--- config.mk ---
export PLATFORM = sky130hd
export DESIGN_NAME = uls_line_status
export DESIGN_NICKNAME = d
export VERILOG_FILES = /design/src/uls_line_status.v /design/src/uls_flag_mem.v
export VERILOG_INCLUDE_DIRS = /design/src
export SDC_FILE = /design/constraint.sdc
export NUM_CORES = 1
export LEC_CHECK = 0
export ABC_AREA = 1
export BUFFER_PORTS_ARGS = -buffer_cell sky130_fd_sc_hd__buf_2
export CORE_ASPECT_RATIO = 0.5
export CORE_UTILIZATION = 66
export DETAILED_ROUTE_END_ITERATION = 10
export PLACE_DENSITY = 0.86
export SLEW_MARGIN = 5
export SYNTH_ARGS = -nofsm -noshare
export SYNTH_HDL_FRONTEND = slang
export SYNTH_HIERARCHICAL = 1
export SYNTH_SLANG_ARGS = --single-unit
export TNS_END_PERCENT = 1
--- constraint.sdc ---
create_clock -name clk -period 8.7 [get_ports clk]
set_input_delay 1.305 -clock clk [delete_from_list [all_inputs] [get_ports clk]]
set_output_delay 1.305 -clock clk [all_outputs]
set_load 0.03 [all_outputs]
--- src/uls_regs.vh ---
/*
 * Register offsets, field positions, reset values and sizes of the UART
 * line status block. Definitions only; included by the design files.
 */
`ifndef ULS_REGS_VH
`define ULS_REGS_VH

// register offsets on the 3-bit register port
`define ULS_ADDR_CTRL    3'h1
`define ULS_ADDR_ISTAT   3'h2
`define ULS_ADDR_IMASK   3'h3
`define ULS_ADDR_STATUS  3'h5

// control register fields
`define ULS_CTRL_FIFO    0
`define ULS_CTRL_THRIE   1

// line_status fields
`define ULS_STAT_DR      0
`define ULS_STAT_OE      1
`define ULS_STAT_PE      2
`define ULS_STAT_FE      3
`define ULS_STAT_BI      4
`define ULS_STAT_THRE    5
`define ULS_STAT_TEMT    6
`define ULS_STAT_FDE     7

// interrupt status / mask fields
`define ULS_IRQ_THRE     0
`define ULS_IRQ_LERR     1
`define ULS_IRQ_BRK      2
`define ULS_IRQ_RXD      3

// reset values
`define ULS_FIFO_EN_RST  1'b0
`define ULS_THRE_IE_RST  1'b0
`define ULS_IMASK_RST    4'h0
`define ULS_ISTAT_RST    4'h0
`define ULS_THRE_RST     1'b1
`define ULS_TEMT_RST     1'b1

// fifo sizes and per-character flag layout {break, framing, parity}
`define ULS_FIFO_DEPTH   5'h10
`define ULS_FLAG_BITS    3
`define ULS_FLAG_BRK     3'h4

`endif

--- src/uls_line_status.v ---
/*
 * Line status logic of a UART: receive error tracking, break detection,
 * transmit empty flags, the line_status register and interrupt requests.
 * Assumes the framer, transmitter and data register decode run on clk
 * and report their events as one-cycle pulses; rx_pin is asynchronous.
 */
// Our own choices: the address-and-strobe port and the register addresses.
// Functional notes
// - bit 7 set when a fifo character with parity, framing or break arrives; drops when none remains.
// - reading line_status clears bit 7.
// - without fifo, bit 6 high only when holding and shift registers empty.
// - with fifo, bit 6 set only when tx fifo and shift register empty.
// - without fifo, bit 5 sets when holding register moves into shift register.
// - without fifo, bit 5 clears when the host writes the holding register.
// - with fifo, bit 5 high while tx fifo empty, clears on first byte.
// - with interrupt enable set, request raised while bit 5 is high.
// - bit 4 set when receive line stays low a whole frame time.
// - after reset the data error, break and framing bits read zero.
// - bit 3 is the framing error flag, zero meaning none.
// - framing error on missing stop bit; fifo mode reports head character.
// - bit 0 set while received data waits, zero otherwise.
`timescale 1ns/1ps
`default_nettype none
`include "uls_regs.vh"

module uls_line_status (
   input  wire       clk,
   input  wire       rst_b,
   input  wire       ce,
   input  wire [2:0] addr,
   input  wire [7:0] wdata,
   input  wire       wr_stb,
   input  wire       rd_stb,
   input  wire       rx_pin,
   input  wire       bit_tick,
   input  wire [3:0] frame_bits,
   input  wire       rx_push,
   input  wire       rx_pe,
   input  wire       rx_fe,
   input  wire       rx_pop,
   input  wire       tx_push,
   input  wire       shift_load,
   input  wire       shift_done,
   output reg  [7:0] rdata_ff,
   output reg        irq_ff,
   output reg        thre_req_ff
);

   // synchroniser and break detector
   reg        rx_meta_ff;
   reg        rx_sync_ff;
   reg  [3:0] brk_cnt_ff;
   reg        brk_active_ff;
   // control and interrupt registers
   reg        fifo_en_ff;
   reg        thre_ie_ff;
   reg  [3:0] imask_ff;
   reg  [3:0] istat_ff;
   // receive side
   reg  [4:0] rx_cnt_ff;
   reg  [3:0] wr_ptr_ff;
   reg  [3:0] rd_ptr_ff;
   reg  [4:0] err_cnt_ff;
   reg        fde_ff;
   reg        ovr_ff;
   reg        seen_ff;
   // transmit side
   reg  [4:0] tx_cnt_ff;
   reg        shift_busy_ff;
   reg        thre_ff;
   reg        temt_ff;

   wire [2:0] head_flags;

   reg        stat_rd;
   reg        ctrl_wr;
   reg        mode_chg;
   reg        brk_hit;
   reg        push;
   reg  [2:0] pflags;
   reg        perr;
   reg        pop;
   reg        rx_full;
   reg        inc;
   reg        dr;
   reg  [2:0] shown;
   reg  [7:0] stat_val;
   reg  [3:0] events;
   reg        tx_inc;
   reg        tx_dec;
   reg        nxt_fifo_en;
   reg        nxt_thre_ie;
   reg  [3:0] nxt_imask;
   reg  [3:0] nxt_istat;
   reg  [3:0] nxt_brk_cnt;
   reg        nxt_brk_active;
   reg  [4:0] nxt_rx_cnt;
   reg  [3:0] nxt_wr_ptr;
   reg  [3:0] nxt_rd_ptr;
   reg  [4:0] nxt_err_cnt;
   reg        nxt_fde;
   reg        nxt_ovr;
   reg        nxt_seen;
   reg  [4:0] nxt_tx_cnt;
   reg        nxt_shift_busy;
   reg        nxt_thre;
   reg        nxt_temt;
   reg  [7:0] nxt_rdata;

   uls_flag_mem u_flag_mem (
      .clk      (clk),
      .rst_b    (rst_b),
      .ce       (ce),
      .we       (inc),
      .waddr    (wr_ptr_ff),
      .wdata    (pflags),
      .raddr    (nxt_rd_ptr),
      .rdata_ff (head_flags)
   );

   always @* begin
      stat_rd  = rd_stb && (addr == `ULS_ADDR_STATUS);
      ctrl_wr  = wr_stb && (addr == `ULS_ADDR_CTRL);
      nxt_fifo_en = ctrl_wr ? wdata[`ULS_CTRL_FIFO]  : fifo_en_ff;
      nxt_thre_ie = ctrl_wr ? wdata[`ULS_CTRL_THRIE] : thre_ie_ff;
      // switching fifo mode empties both queues so counts never mix modes
      mode_chg = ctrl_wr && (wdata[`ULS_CTRL_FIFO] != fifo_en_ff);
      nxt_imask = (wr_stb && (addr == `ULS_ADDR_IMASK)) ? wdata[3:0] : imask_ff;

      // break: count bit times of low line up to one whole frame
      brk_hit     = 1'b0;
      nxt_brk_cnt = brk_cnt_ff;
      nxt_brk_active = brk_active_ff;
      if (rx_sync_ff) begin
         nxt_brk_cnt    = 4'h0;
         nxt_brk_active = 1'b0;
      end else if (bit_tick && !brk_active_ff) begin
         if ((brk_cnt_ff + 4'h1) >= frame_bits) begin
            brk_hit        = 1'b1;
            nxt_brk_active = 1'b1;
            nxt_brk_cnt    = 4'h0;
         end else begin
            nxt_brk_cnt = brk_cnt_ff + 4'h1;
         end
      end

      // framer characters are dropped while the line sits in break
      push   = brk_hit || (rx_push && !brk_active_ff);
      pflags = brk_hit ? `ULS_FLAG_BRK : {1'b0, rx_fe, rx_pe};
      perr   = |pflags;
      pop    = rx_pop && (rx_cnt_ff != 5'h00);
      rx_full = fifo_en_ff ? (rx_cnt_ff == `ULS_FIFO_DEPTH) : (rx_cnt_ff != 5'h00);

      if (fifo_en_ff) begin
         inc         = push && !rx_full;
         nxt_rx_cnt  = rx_cnt_ff + {4'h0, inc} - {4'h0, pop};
         nxt_wr_ptr  = wr_ptr_ff + {3'h0, inc};
         nxt_rd_ptr  = rd_ptr_ff + {3'h0, pop};
         nxt_err_cnt = err_cnt_ff + {4'h0, inc && perr} - {4'h0, pop && (|head_flags)};
      end else begin
         // single holding register: a new character overwrites the old one
         inc         = push;
         nxt_rx_cnt  = push ? 5'h01 : (pop ? 5'h00 : rx_cnt_ff);
         nxt_wr_ptr  = 4'h0;
         nxt_rd_ptr  = 4'h0;
         nxt_err_cnt = push ? {4'h0, perr} : (pop ? 5'h00 : err_cnt_ff);
      end
      nxt_ovr = (push && rx_full && !(pop && !fifo_en_ff)) || (ovr_ff && !stat_rd);
      // a new erroneous character wins over the clear by the read
      nxt_fde = fifo_en_ff && (nxt_err_cnt != 5'h00) &&
                ((inc && perr) || (fde_ff && !stat_rd));
      // head flags hide after a status read until the next push or pop
      nxt_seen = (push || pop) ? 1'b0 : (seen_ff || stat_rd);
      if (mode_chg) begin
         nxt_rx_cnt  = 5'h00;
         nxt_wr_ptr  = 4'h0;
         nxt_rd_ptr  = 4'h0;
         nxt_err_cnt = 5'h00;
         nxt_fde     = 1'b0;
      end

      // transmit occupancy
      tx_dec = shift_load && (tx_cnt_ff != 5'h00);
      if (fifo_en_ff) begin
         tx_inc     = tx_push && (tx_cnt_ff != `ULS_FIFO_DEPTH);
         nxt_tx_cnt = tx_cnt_ff + {4'h0, tx_inc} - {4'h0, tx_dec};
      end else begin
         tx_inc     = tx_push;
         nxt_tx_cnt = tx_push ? 5'h01 : (tx_dec ? 5'h00 : tx_cnt_ff);
      end
      if (mode_chg) begin
         nxt_tx_cnt = 5'h00;
      end
      nxt_shift_busy = tx_dec || (shift_busy_ff && !shift_done);
      nxt_thre     = (nxt_tx_cnt == 5'h00);
      nxt_temt     = nxt_thre && !nxt_shift_busy;

      dr    = (rx_cnt_ff != 5'h00);
      shown = head_flags & {3{dr && !seen_ff}};
      stat_val = {fde_ff, temt_ff, thre_ff, shown, ovr_ff, dr};

      events = 4'h0;
      events[`ULS_IRQ_THRE] = nxt_thre && !thre_ff;
      events[`ULS_IRQ_LERR] = (inc && perr) || (push && rx_full);
      events[`ULS_IRQ_BRK]  = brk_hit;
      events[`ULS_IRQ_RXD]  = inc;
      // write one to clear; an event in the same cycle keeps its bit
      if (wr_stb && (addr == `ULS_ADDR_ISTAT)) begin
         nxt_istat = events | (istat_ff & ~wdata[3:0]);
      end else begin
         nxt_istat = events | istat_ff;
      end

      // writes to line_status fall into no case and change nothing
      nxt_rdata = 8'h00;
      if (rd_stb) begin
         case (addr)
            `ULS_ADDR_STATUS: nxt_rdata = stat_val;
            `ULS_ADDR_CTRL:  nxt_rdata = {6'h00, thre_ie_ff, fifo_en_ff};
            `ULS_ADDR_ISTAT: nxt_rdata = {4'h0, istat_ff};
            `ULS_ADDR_IMASK: nxt_rdata = {4'h0, imask_ff};
            default:         nxt_rdata = 8'h00;
         endcase
      end
   end

   always @(posedge clk or negedge rst_b) begin
      if (!rst_b) begin
         rx_meta_ff <= 1'b1;
         rx_sync_ff <= 1'b1;
      end else if (ce) begin
         rx_meta_ff <= rx_pin;
         rx_sync_ff <= rx_meta_ff;
      end
   end

   always @(posedge clk or negedge rst_b) begin
      if (!rst_b) begin
         brk_cnt_ff    <= 4'h0;
         brk_active_ff <= 1'b0;
         fifo_en_ff    <= `ULS_FIFO_EN_RST;
         thre_ie_ff    <= `ULS_THRE_IE_RST;
         imask_ff      <= `ULS_IMASK_RST;
         istat_ff      <= `ULS_ISTAT_RST;
      end else if (ce) begin
         brk_cnt_ff    <= nxt_brk_cnt;
         brk_active_ff <= nxt_brk_active;
         fifo_en_ff    <= nxt_fifo_en;
         thre_ie_ff    <= nxt_thre_ie;
         imask_ff      <= nxt_imask;
         istat_ff      <= nxt_istat;
      end
   end

   always @(posedge clk or negedge rst_b) begin
      if (!rst_b) begin
         rx_cnt_ff  <= 5'h00;
         wr_ptr_ff  <= 4'h0;
         rd_ptr_ff  <= 4'h0;
         err_cnt_ff <= 5'h00;
         fde_ff     <= 1'b0;
         ovr_ff     <= 1'b0;
         seen_ff    <= 1'b0;
      end else if (ce) begin
         rx_cnt_ff  <= nxt_rx_cnt;
         wr_ptr_ff  <= nxt_wr_ptr;
         rd_ptr_ff  <= nxt_rd_ptr;
         err_cnt_ff <= nxt_err_cnt;
         fde_ff     <= nxt_fde;
         ovr_ff     <= nxt_ovr;
         seen_ff    <= nxt_seen;
      end
   end

   always @(posedge clk or negedge rst_b) begin
      if (!rst_b) begin
         tx_cnt_ff   <= 5'h00;
         shift_busy_ff <= 1'b0;
         thre_ff     <= `ULS_THRE_RST;
         temt_ff     <= `ULS_TEMT_RST;
      end else if (ce) begin
         tx_cnt_ff   <= nxt_tx_cnt;
         shift_busy_ff <= nxt_shift_busy;
         thre_ff     <= nxt_thre;
         temt_ff     <= nxt_temt;
      end
   end

   always @(posedge clk or negedge rst_b) begin
      if (!rst_b) begin
         rdata_ff    <= 8'h00;
         irq_ff      <= 1'b0;
         thre_req_ff <= 1'b0;
      end else if (ce) begin
         rdata_ff    <= nxt_rdata;
         irq_ff      <= |(nxt_istat & nxt_imask);
         thre_req_ff <= nxt_thre && nxt_thre_ie;
      end
   end

endmodule // uls_line_status
`default_nettype wire

--- src/uls_flag_mem.v ---
/*
 * Per-character error flag store of the receive fifo, 16 entries of
 * {break, framing, parity}. Read data come out of a register.
 * Assumes one clock; a write to the address being read is passed through.
 */
`timescale 1ns/1ps
`default_nettype none
`include "uls_regs.vh"

module uls_flag_mem (
   input  wire                      clk,
   input  wire                      rst_b,
   input  wire                      ce,
   input  wire                      we,
   input  wire [3:0]                waddr,
   input  wire [`ULS_FLAG_BITS-1:0] wdata,
   input  wire [3:0]                raddr,
   output reg  [`ULS_FLAG_BITS-1:0] rdata_ff
);

   reg [`ULS_FLAG_BITS-1:0] mem [0:15];

   always @(posedge clk) begin
      if (ce && we) begin
         mem[waddr] <= wdata;
      end
   end

   // write-first so a character pushed into an empty fifo shows at once
   always @(posedge clk or negedge rst_b) begin
      if (!rst_b) begin
         rdata_ff <= 3'h0;
      end else if (ce) begin
         if (we && (waddr == raddr)) begin
            rdata_ff <= wdata;
         end else begin
            rdata_ff <= mem[raddr];
         end
      end
   end

endmodule // uls_flag_mem
`default_nettype wire

== After elaboration in Yosys (flattened, before gate mapping) ==
Memories as Yosys holds them, arrays and structs flattened. A register that Yosys moved wholly into a read port is not among the register bits.
Cells that the tools add are included.
Word-level totals
  register bits: 56
  memory bits (writable): 48
  input bits: 29
  output and inout port bits: 10
  logic and storage cells: 141
  memories: 1
Memory list
  u_flag_mem.mem: depth 16, width 3, rd ports 1, clocked after Yosys merged registers in 1, write ports 1, RTL line uls_flag_mem.v:21  | reg [`ULS_FLAG_BITS-1:0] mem [0:15];
Cells by class
  add/subtract/negate cells: 9
  $lt $le $gt $ge: 1
  equal/unequal tests: 7
  mux-type cells: 37
  bitwise operators: 6
  reductions and logical operators: 58
Operator list (count)
  two-way mux 5 bit: 12
  two-way mux 4 bit: 9
  case mux 8 bit (4 select lines): 1
  logical AND 1 bit: 27
  adder 5 x 1 -> 5 bit: 3
  nonzero test 5 bit: 3
  subtractor 5 x 1 -> 5 bit: 3
  two-way mux 1 bit: 13
  logical NOT 1 bit: 10
  adder 4 x 1 -> 4 bit: 2
  AND 4 bit: 2
  two-way mux 8 bit: 1
  bitwise OR 4 bit: 2
  logical OR 1 bit: 7
  == test 3 x 2 -> 1 bit, second input constant: 2
  AND reduction 2 bit: 3
  OR reduction 3 bit: 2
  == test 5 bit, second input constant: 1
  logical NOT 5 bit: 1
  inequality test 5 bit, second input constant: 1
  adder 4 x 1 -> 4 bit, second input constant: 1
  >= comparator 4 bit: 1
  NOT 4 bit: 1
  nonzero test 2 bit: 2
  other kinds (8): 8

== Logic depth before layout (Yosys ltp) ==
  depth in word-level cells: 15
  mapped depth: 23
  depth with buffers taken out: 23

== Hierarchy ==
The synthesis kept the hierarchy.
By module, submodules not included
  uls_line_status: instances 1, cells each 488, area an instance 3632.2 um^2
  uls_flag_mem: instances 1, cells each 251, area an instance 2388.5 um^2

== Worst setup path after synthesis ==
Ideal clock, no wire load.
  kind: input to register
  start: input port frame_bits[3]
  end: register rx_cnt_ff[4]
  arrival time: 3.615 ns
  path slack: 4.956 ns
  stages on the path: 20
  cells stage by stage: inv_1 > ha_1 > nand2_1 > inv_1 > nand2_1 > nand3_1 > nand2_2 > nand2_1 > inv_1 > nor2_1 > inv_1 > ha_1 > inv_1 > ha_1 > fa_1 > nand2_1 > a21oi_1 > nor2_1 > xor2_1 > o22ai_1
On the way
  longest elaborated chain between the ends: 10
  elaborated cells on any way between the ends: 13
  those cells by class: 2 x add/sub; 1 x order compare; 6 x mux; 4 x reduce/logical
Ends and longest elaborated chain
  from (decl): RTL line uls_line_status.v:36  | input wire [3:0] frame_bits,
  >= comparator 4 bit *: RTL line uls_line_status.v:138  | if ((brk_cnt_ff + 4'h1) >= frame_bits) begin
  two-way mux 1 bit *: RTL line uls_line_status.v:138
  two-way mux 1 bit *: RTL line uls_line_status.v:137  | end else if (bit_tick && !brk_active_ff) begin
  two-way mux 1 bit *: RTL line uls_line_status.v:134  | if (rx_sync_ff) begin
  logical OR 1 bit *: RTL line uls_line_status.v:148  | push = brk_hit || (rx_push && !brk_active_ff);
  logical AND 1 bit: RTL line uls_line_status.v:155  | inc = push && !rx_full;
  adder 5 x 1 -> 5 bit: RTL line uls_line_status.v:156  | nxt_rx_cnt = rx_cnt_ff + {4'h0, inc} - {4'h0, pop};
  subtractor 5 x 1 -> 5 bit: RTL line uls_line_status.v:156
  two-way mux 5 bit: RTL line uls_line_status.v:154  | if (fifo_en_ff) begin
  two-way mux 5 bit: RTL line uls_line_status.v:174  | if (mode_chg) begin
  to (signal assigned): RTL line uls_line_status.v:265  | rx_cnt_ff <= nxt_rx_cnt;
  to (decl): RTL line uls_line_status.v:60  | reg [4:0] rx_cnt_ff;
Mark *: on every way between the ends. The rest lies on a longest branch, timed or not.
A chain may end at the register's enable or synchronous reset.

== Worst setup path after layout ==
  start: input port frame_bits[3]
  end: register fde_ff
On the way
  longest elaborated chain between the ends: 14
  elaborated cells on any way between the ends: 20
  those cells by class: 2 x add/sub; 1 x order compare; 8 x mux; 9 x reduce/logical
Ends and longest elaborated chain
  >= comparator 4 bit *: RTL line uls_line_status.v:138
  two-way mux 1 bit *: RTL line uls_line_status.v:138
  two-way mux 1 bit *: RTL line uls_line_status.v:137
  two-way mux 1 bit *: RTL line uls_line_status.v:134
  two-way mux 3 bit / logical OR 1 bit (equally long branches): RTL line uls_line_status.v:149, uls_line_status.v:148
  OR reduction 3 bit / logical AND 1 bit (equally long branches): RTL line uls_line_status.v:150, uls_line_status.v:155
  logical AND 1 bit: RTL line uls_line_status.v:159  | nxt_err_cnt = err_cnt_ff + {4'h0, inc && perr} - {4'h0, pop && (|head_flags)};
  adder 5 x 1 -> 5 bit: RTL line uls_line_status.v:159
  subtractor 5 x 1 -> 5 bit: RTL line uls_line_status.v:159
  two-way mux 5 bit: RTL line uls_line_status.v:154
  nonzero test 5 bit: RTL line uls_line_status.v:170  | nxt_fde = fifo_en_ff && (nxt_err_cnt != 5'h00) &&
  logical AND 1 bit: RTL line uls_line_status.v:170
  logical AND 1 bit *: RTL line uls_line_status.v:170
  two-way mux 1 bit *: RTL line uls_line_status.v:174
  to (signal assigned): RTL line uls_line_status.v:269  | fde_ff <= nxt_fde;
  to (decl): RTL line uls_line_status.v:64  | reg fde_ff;
Marked as above.

==> reports/metrics.cfg <==
[critical_path]
required_ns=8.94
crit_type=input pin to flop
cp-endpoint=fde_ff$_DFFE_PN0P_
r2r-start=brk_cnt_ff[0]$_DFFE_PN0P_
path_common_cell=nand2_1
crit_path_max_incr_delay_ns=0.42
endpoint_kind=flop
reg2reg_slack_ns=5.12
cp-startpoint=frame_bits[3]
critPathArrivalTime_ns=4.12
path_cells=buf_2 -> inv_1 -> ha_1 -> nand2_1 -> inv_1 -> nand2_1 -> nand3_1 -> nand2_2 -> nand2_1 -> nand2_1 -> ha_1 -> inv_1 -> ha_1 -> fa_1 -> nand3_1 -> nand2_1 -> xnor2_1 -> nand2_1 -> nand2_1 -> nand3_1 -> o21ai_0 -> nand2_1
crit_slowest_cell=fa_1
cp-start-kind=input pin
critPathMaxFanout=9
reg2regPathDepth=22
r2r-end=fde_ff$_DFFE_PN0P_

[timing]
finalMaxSlewViolations=0
max_slew.worst_pin.slew_ns=1.18
slew_headroom_pct=21.2
finClkSkew_ns=0.00580
period_share_pct=44.5
final-setup-viol-count=0
layout_min_cycle_time_ns=3.87
hold_viol=0
hold_ws_ns=0.485
max_freq_mhz=258
rsz0062_at_grt=false
tns_ns=0

[yosys]
synth_top_area_cell=edfxtp_1
ys_ff_latch=107
synth_area_leaders=edfxtp_1 (24%), dfrtp_1 (23%), nand2_1 (14%)
yosysSeqAreaShare_pct=48.5
postSynthAreaPerCell_um2=8.15
syn_area_mm2=0.00602
synthArstFlopShare_pct=55.1
ys.flop_type=dfrtp_1
synth_edf_count=48
synth_cell_type_count=39
synth_top_area_share_pct=23.9
synthCells=739
yosysWarnings=6
syn_nets=797

[placed_design]
port_buffers=34
dpl-instance-area_mm2=0.00626
hpwl_um=8680
place_congestion=0.842

[cells_and_area]
finish.instance_area_mm2=0.00658
fillers=638
area_delta_synth_final_pct=9.23
drive_gt1_share_pct=11.0
nNetsFinal=828
num_antenna_cells=0

[grt]
grt-ovfl-total=0
antenna_found_initial=0
grt_max_degree=60
first_global_vias=4723
grtUsageTotal_pct=29.4
grt_first_pass_wirelength_um=21600

[clock_tree]
cts_tree=built
clk_pin_slew_ns=0.07
cts_root_buf=clkbuf_16
numCtsBuffers=9
clk_latency_ns=0.35
clock_path_buffers=2
ctsResizeCount=0
cts.sinks=107
htree_levels=3
cts_setup_buffers=0
postCtsHoldBufs=0

[floorplanning]
core_area_mm2=0.00877
fp.dieH_um=69.5
io_pins=39
initial_utilization_pct=68.7
row_count=24
fp.dieArea_mm2=0.00953
die_w_um=137

[route]
drc=0
first_pass_iters=5
final_antenna_net_count=0
vias_per_cell=5.58
dr_wl_met3_um=673
dr_wl_met2_um=6240
num_vias=4976
routed_wl_um=12700
drt-met1-wl_um=5650
wire_per_inst_um=14.2
maxUsedRoutingLayer=met4
drt_first_iter_violations=415

[outcome]
outcome=finished, final reports clean

[power]
power.leakage_nw=3.19
power.total_mw=1.81
pwr_density_cell_mw_per_mm2=275
peakVddDrop_mv=0.172

[worst_hold_path]
hold_path_class=flop to flop

[job]
maxCapViolCount=0

==> metal layers <==
layer,vias to the layer above,track usage (%)
li1,2444,-
met4,0,7.45
met2,136,48.7
met3,16,7.46
met1,2380,38.9
met5,-,0
==> state kept, by name, indices dropped and copies added, names as in the netlist, 3 cells and up <==
signal               flops
u_flag_mem/mem          48
rdata_ff                 8
err_cnt_ff               5
rx_cnt_ff                5
tx_cnt_ff                5
brk_cnt_ff               4
imask_ff                 4
istat_ff                 4
rd_ptr_ff                4
wr_ptr_ff                4
u_flag_mem/rdata_ff      3
==> cell families after synthesis <==
kind of cell	Yosys count	synth area share [%]
xor+xnor	14	2.04
flops	107	48.5
simple gates	372	26.1
buf+inv	130	8.85
fa+ha+maj	29	6.40
compound gates	87	8.06
==> layout by cell type (no fill, tap or decap), types with 2 or more instances in the layout <==
cell type / instances
edfxtp_1: 48
or2_2: 4
ha_1: 26
xnor2_1: 6
a31oi_1: 2
clkbuf_8: 2
nand4_1: 5
fa_1: 3
o21bai_1: 4
buf_4: 4
nor2_1: 50
dfrtp_1: 55
nand2_2: 6
a221oi_1: 2
nand3_1: 74
a21oi_1: 16
inv_2: 8
o22ai_1: 9
buf_2: 34
nor2_2: 2
inv_1: 102
nand2_1: 224
dfstp_2: 4
o21ai_1: 3
nor2_4: 2
o21ai_0: 48
xor2_1: 8
clkbuf_16: 10
==> per-stage QoR <==
step | util, % | worst slack (ns) | instances
2_1_floorplan | - | 4.96 | 739
3_3_place_gp | 71.4 | 4.61 | 876
3_5_place_dp | 71.4 | 4.53 | 876
4_1_cts | 75.0 | 4.88 | 892
5_1_grt | 75.0 | 4.65 | 892
6_report | 75.0 | 4.83 | 892
==> cells in the mapped netlist (all sizes together), types with 2 or more instances <==
| cell | number |
|---|---|
| buf | 12 |
| o21ai | 51 |
| dfstp | 4 |
| nand4 | 6 |
| a31oi | 2 |
| ha | 26 |
| or2 | 4 |
| a221oi | 2 |
| nand2 | 230 |
| edfxtp | 48 |
| dfrtp | 55 |
| nor3 | 2 |
| nor2 | 54 |
| clkbuf | 6 |
| o21bai | 4 |
| o22ai | 9 |
| nand3 | 75 |
| xnor2 | 6 |
| a21oi | 17 |
| fa | 3 |
| inv | 111 |
| xor2 | 8 |
==> area by class of cell <==
type | instances | area, um2 | share of cell area [%]
repair buffers | 38 | 200 | 3.04
multi-input cells | 502 | 2560 | 39.0
clock buffers | 12 | 278 | 4.22
flip-flops and latches | 107 | 2920 | 44.4
clock inverters | 4 | 41.3 | 0.628
inverters | 112 | 423 | 6.43
well taps | 117 | 146 | 2.23
==> how the worst min path moves through the flow <==
stage,startpoint,cells past startpoint,to
2_1_floorplan,rx_meta_ff$_DFFE_PN1P_,2,rx_meta_ff$_DFFE_PN1P_
3_3_place_gp,rx_meta_ff$_DFFE_PN1P_,2,rx_meta_ff$_DFFE_PN1P_
3_5_place_dp,rdata_ff[3]$_DFFE_PN0P_,2,rdata_ff[3]$_DFFE_PN0P_
4_1_cts,rx_meta_ff$_DFFE_PN1P_,2,rx_meta_ff$_DFFE_PN1P_
5_1_grt,rx_meta_ff$_DFFE_PN1P_,2,rx_meta_ff$_DFFE_PN1P_
6_report,rdata_ff[3]$_DFFE_PN0P_,2,rdata_ff[3]$_DFFE_PN0P_
==> worst max-delay path: cells and delay by family <==
kind / cells / cell delay [ns]
xor gates and xnor gates: 1 / 0.14
and+or+nand+nor: 12 / 1.11
adders and majority gates: 4 / 1.21
buffers and inverters: 4 / 0.20
AOI/OAI and AO/OA: 1 / 0.14
==> report_power, final <==
group	switching (mW)	leakage [nW]	internal, mW
clock network	0.189	0.153	0.231
logic	0.453	1.84	0.261
registers	0.0579	1.20	0.621
Power figures use the tool's default switching activity.
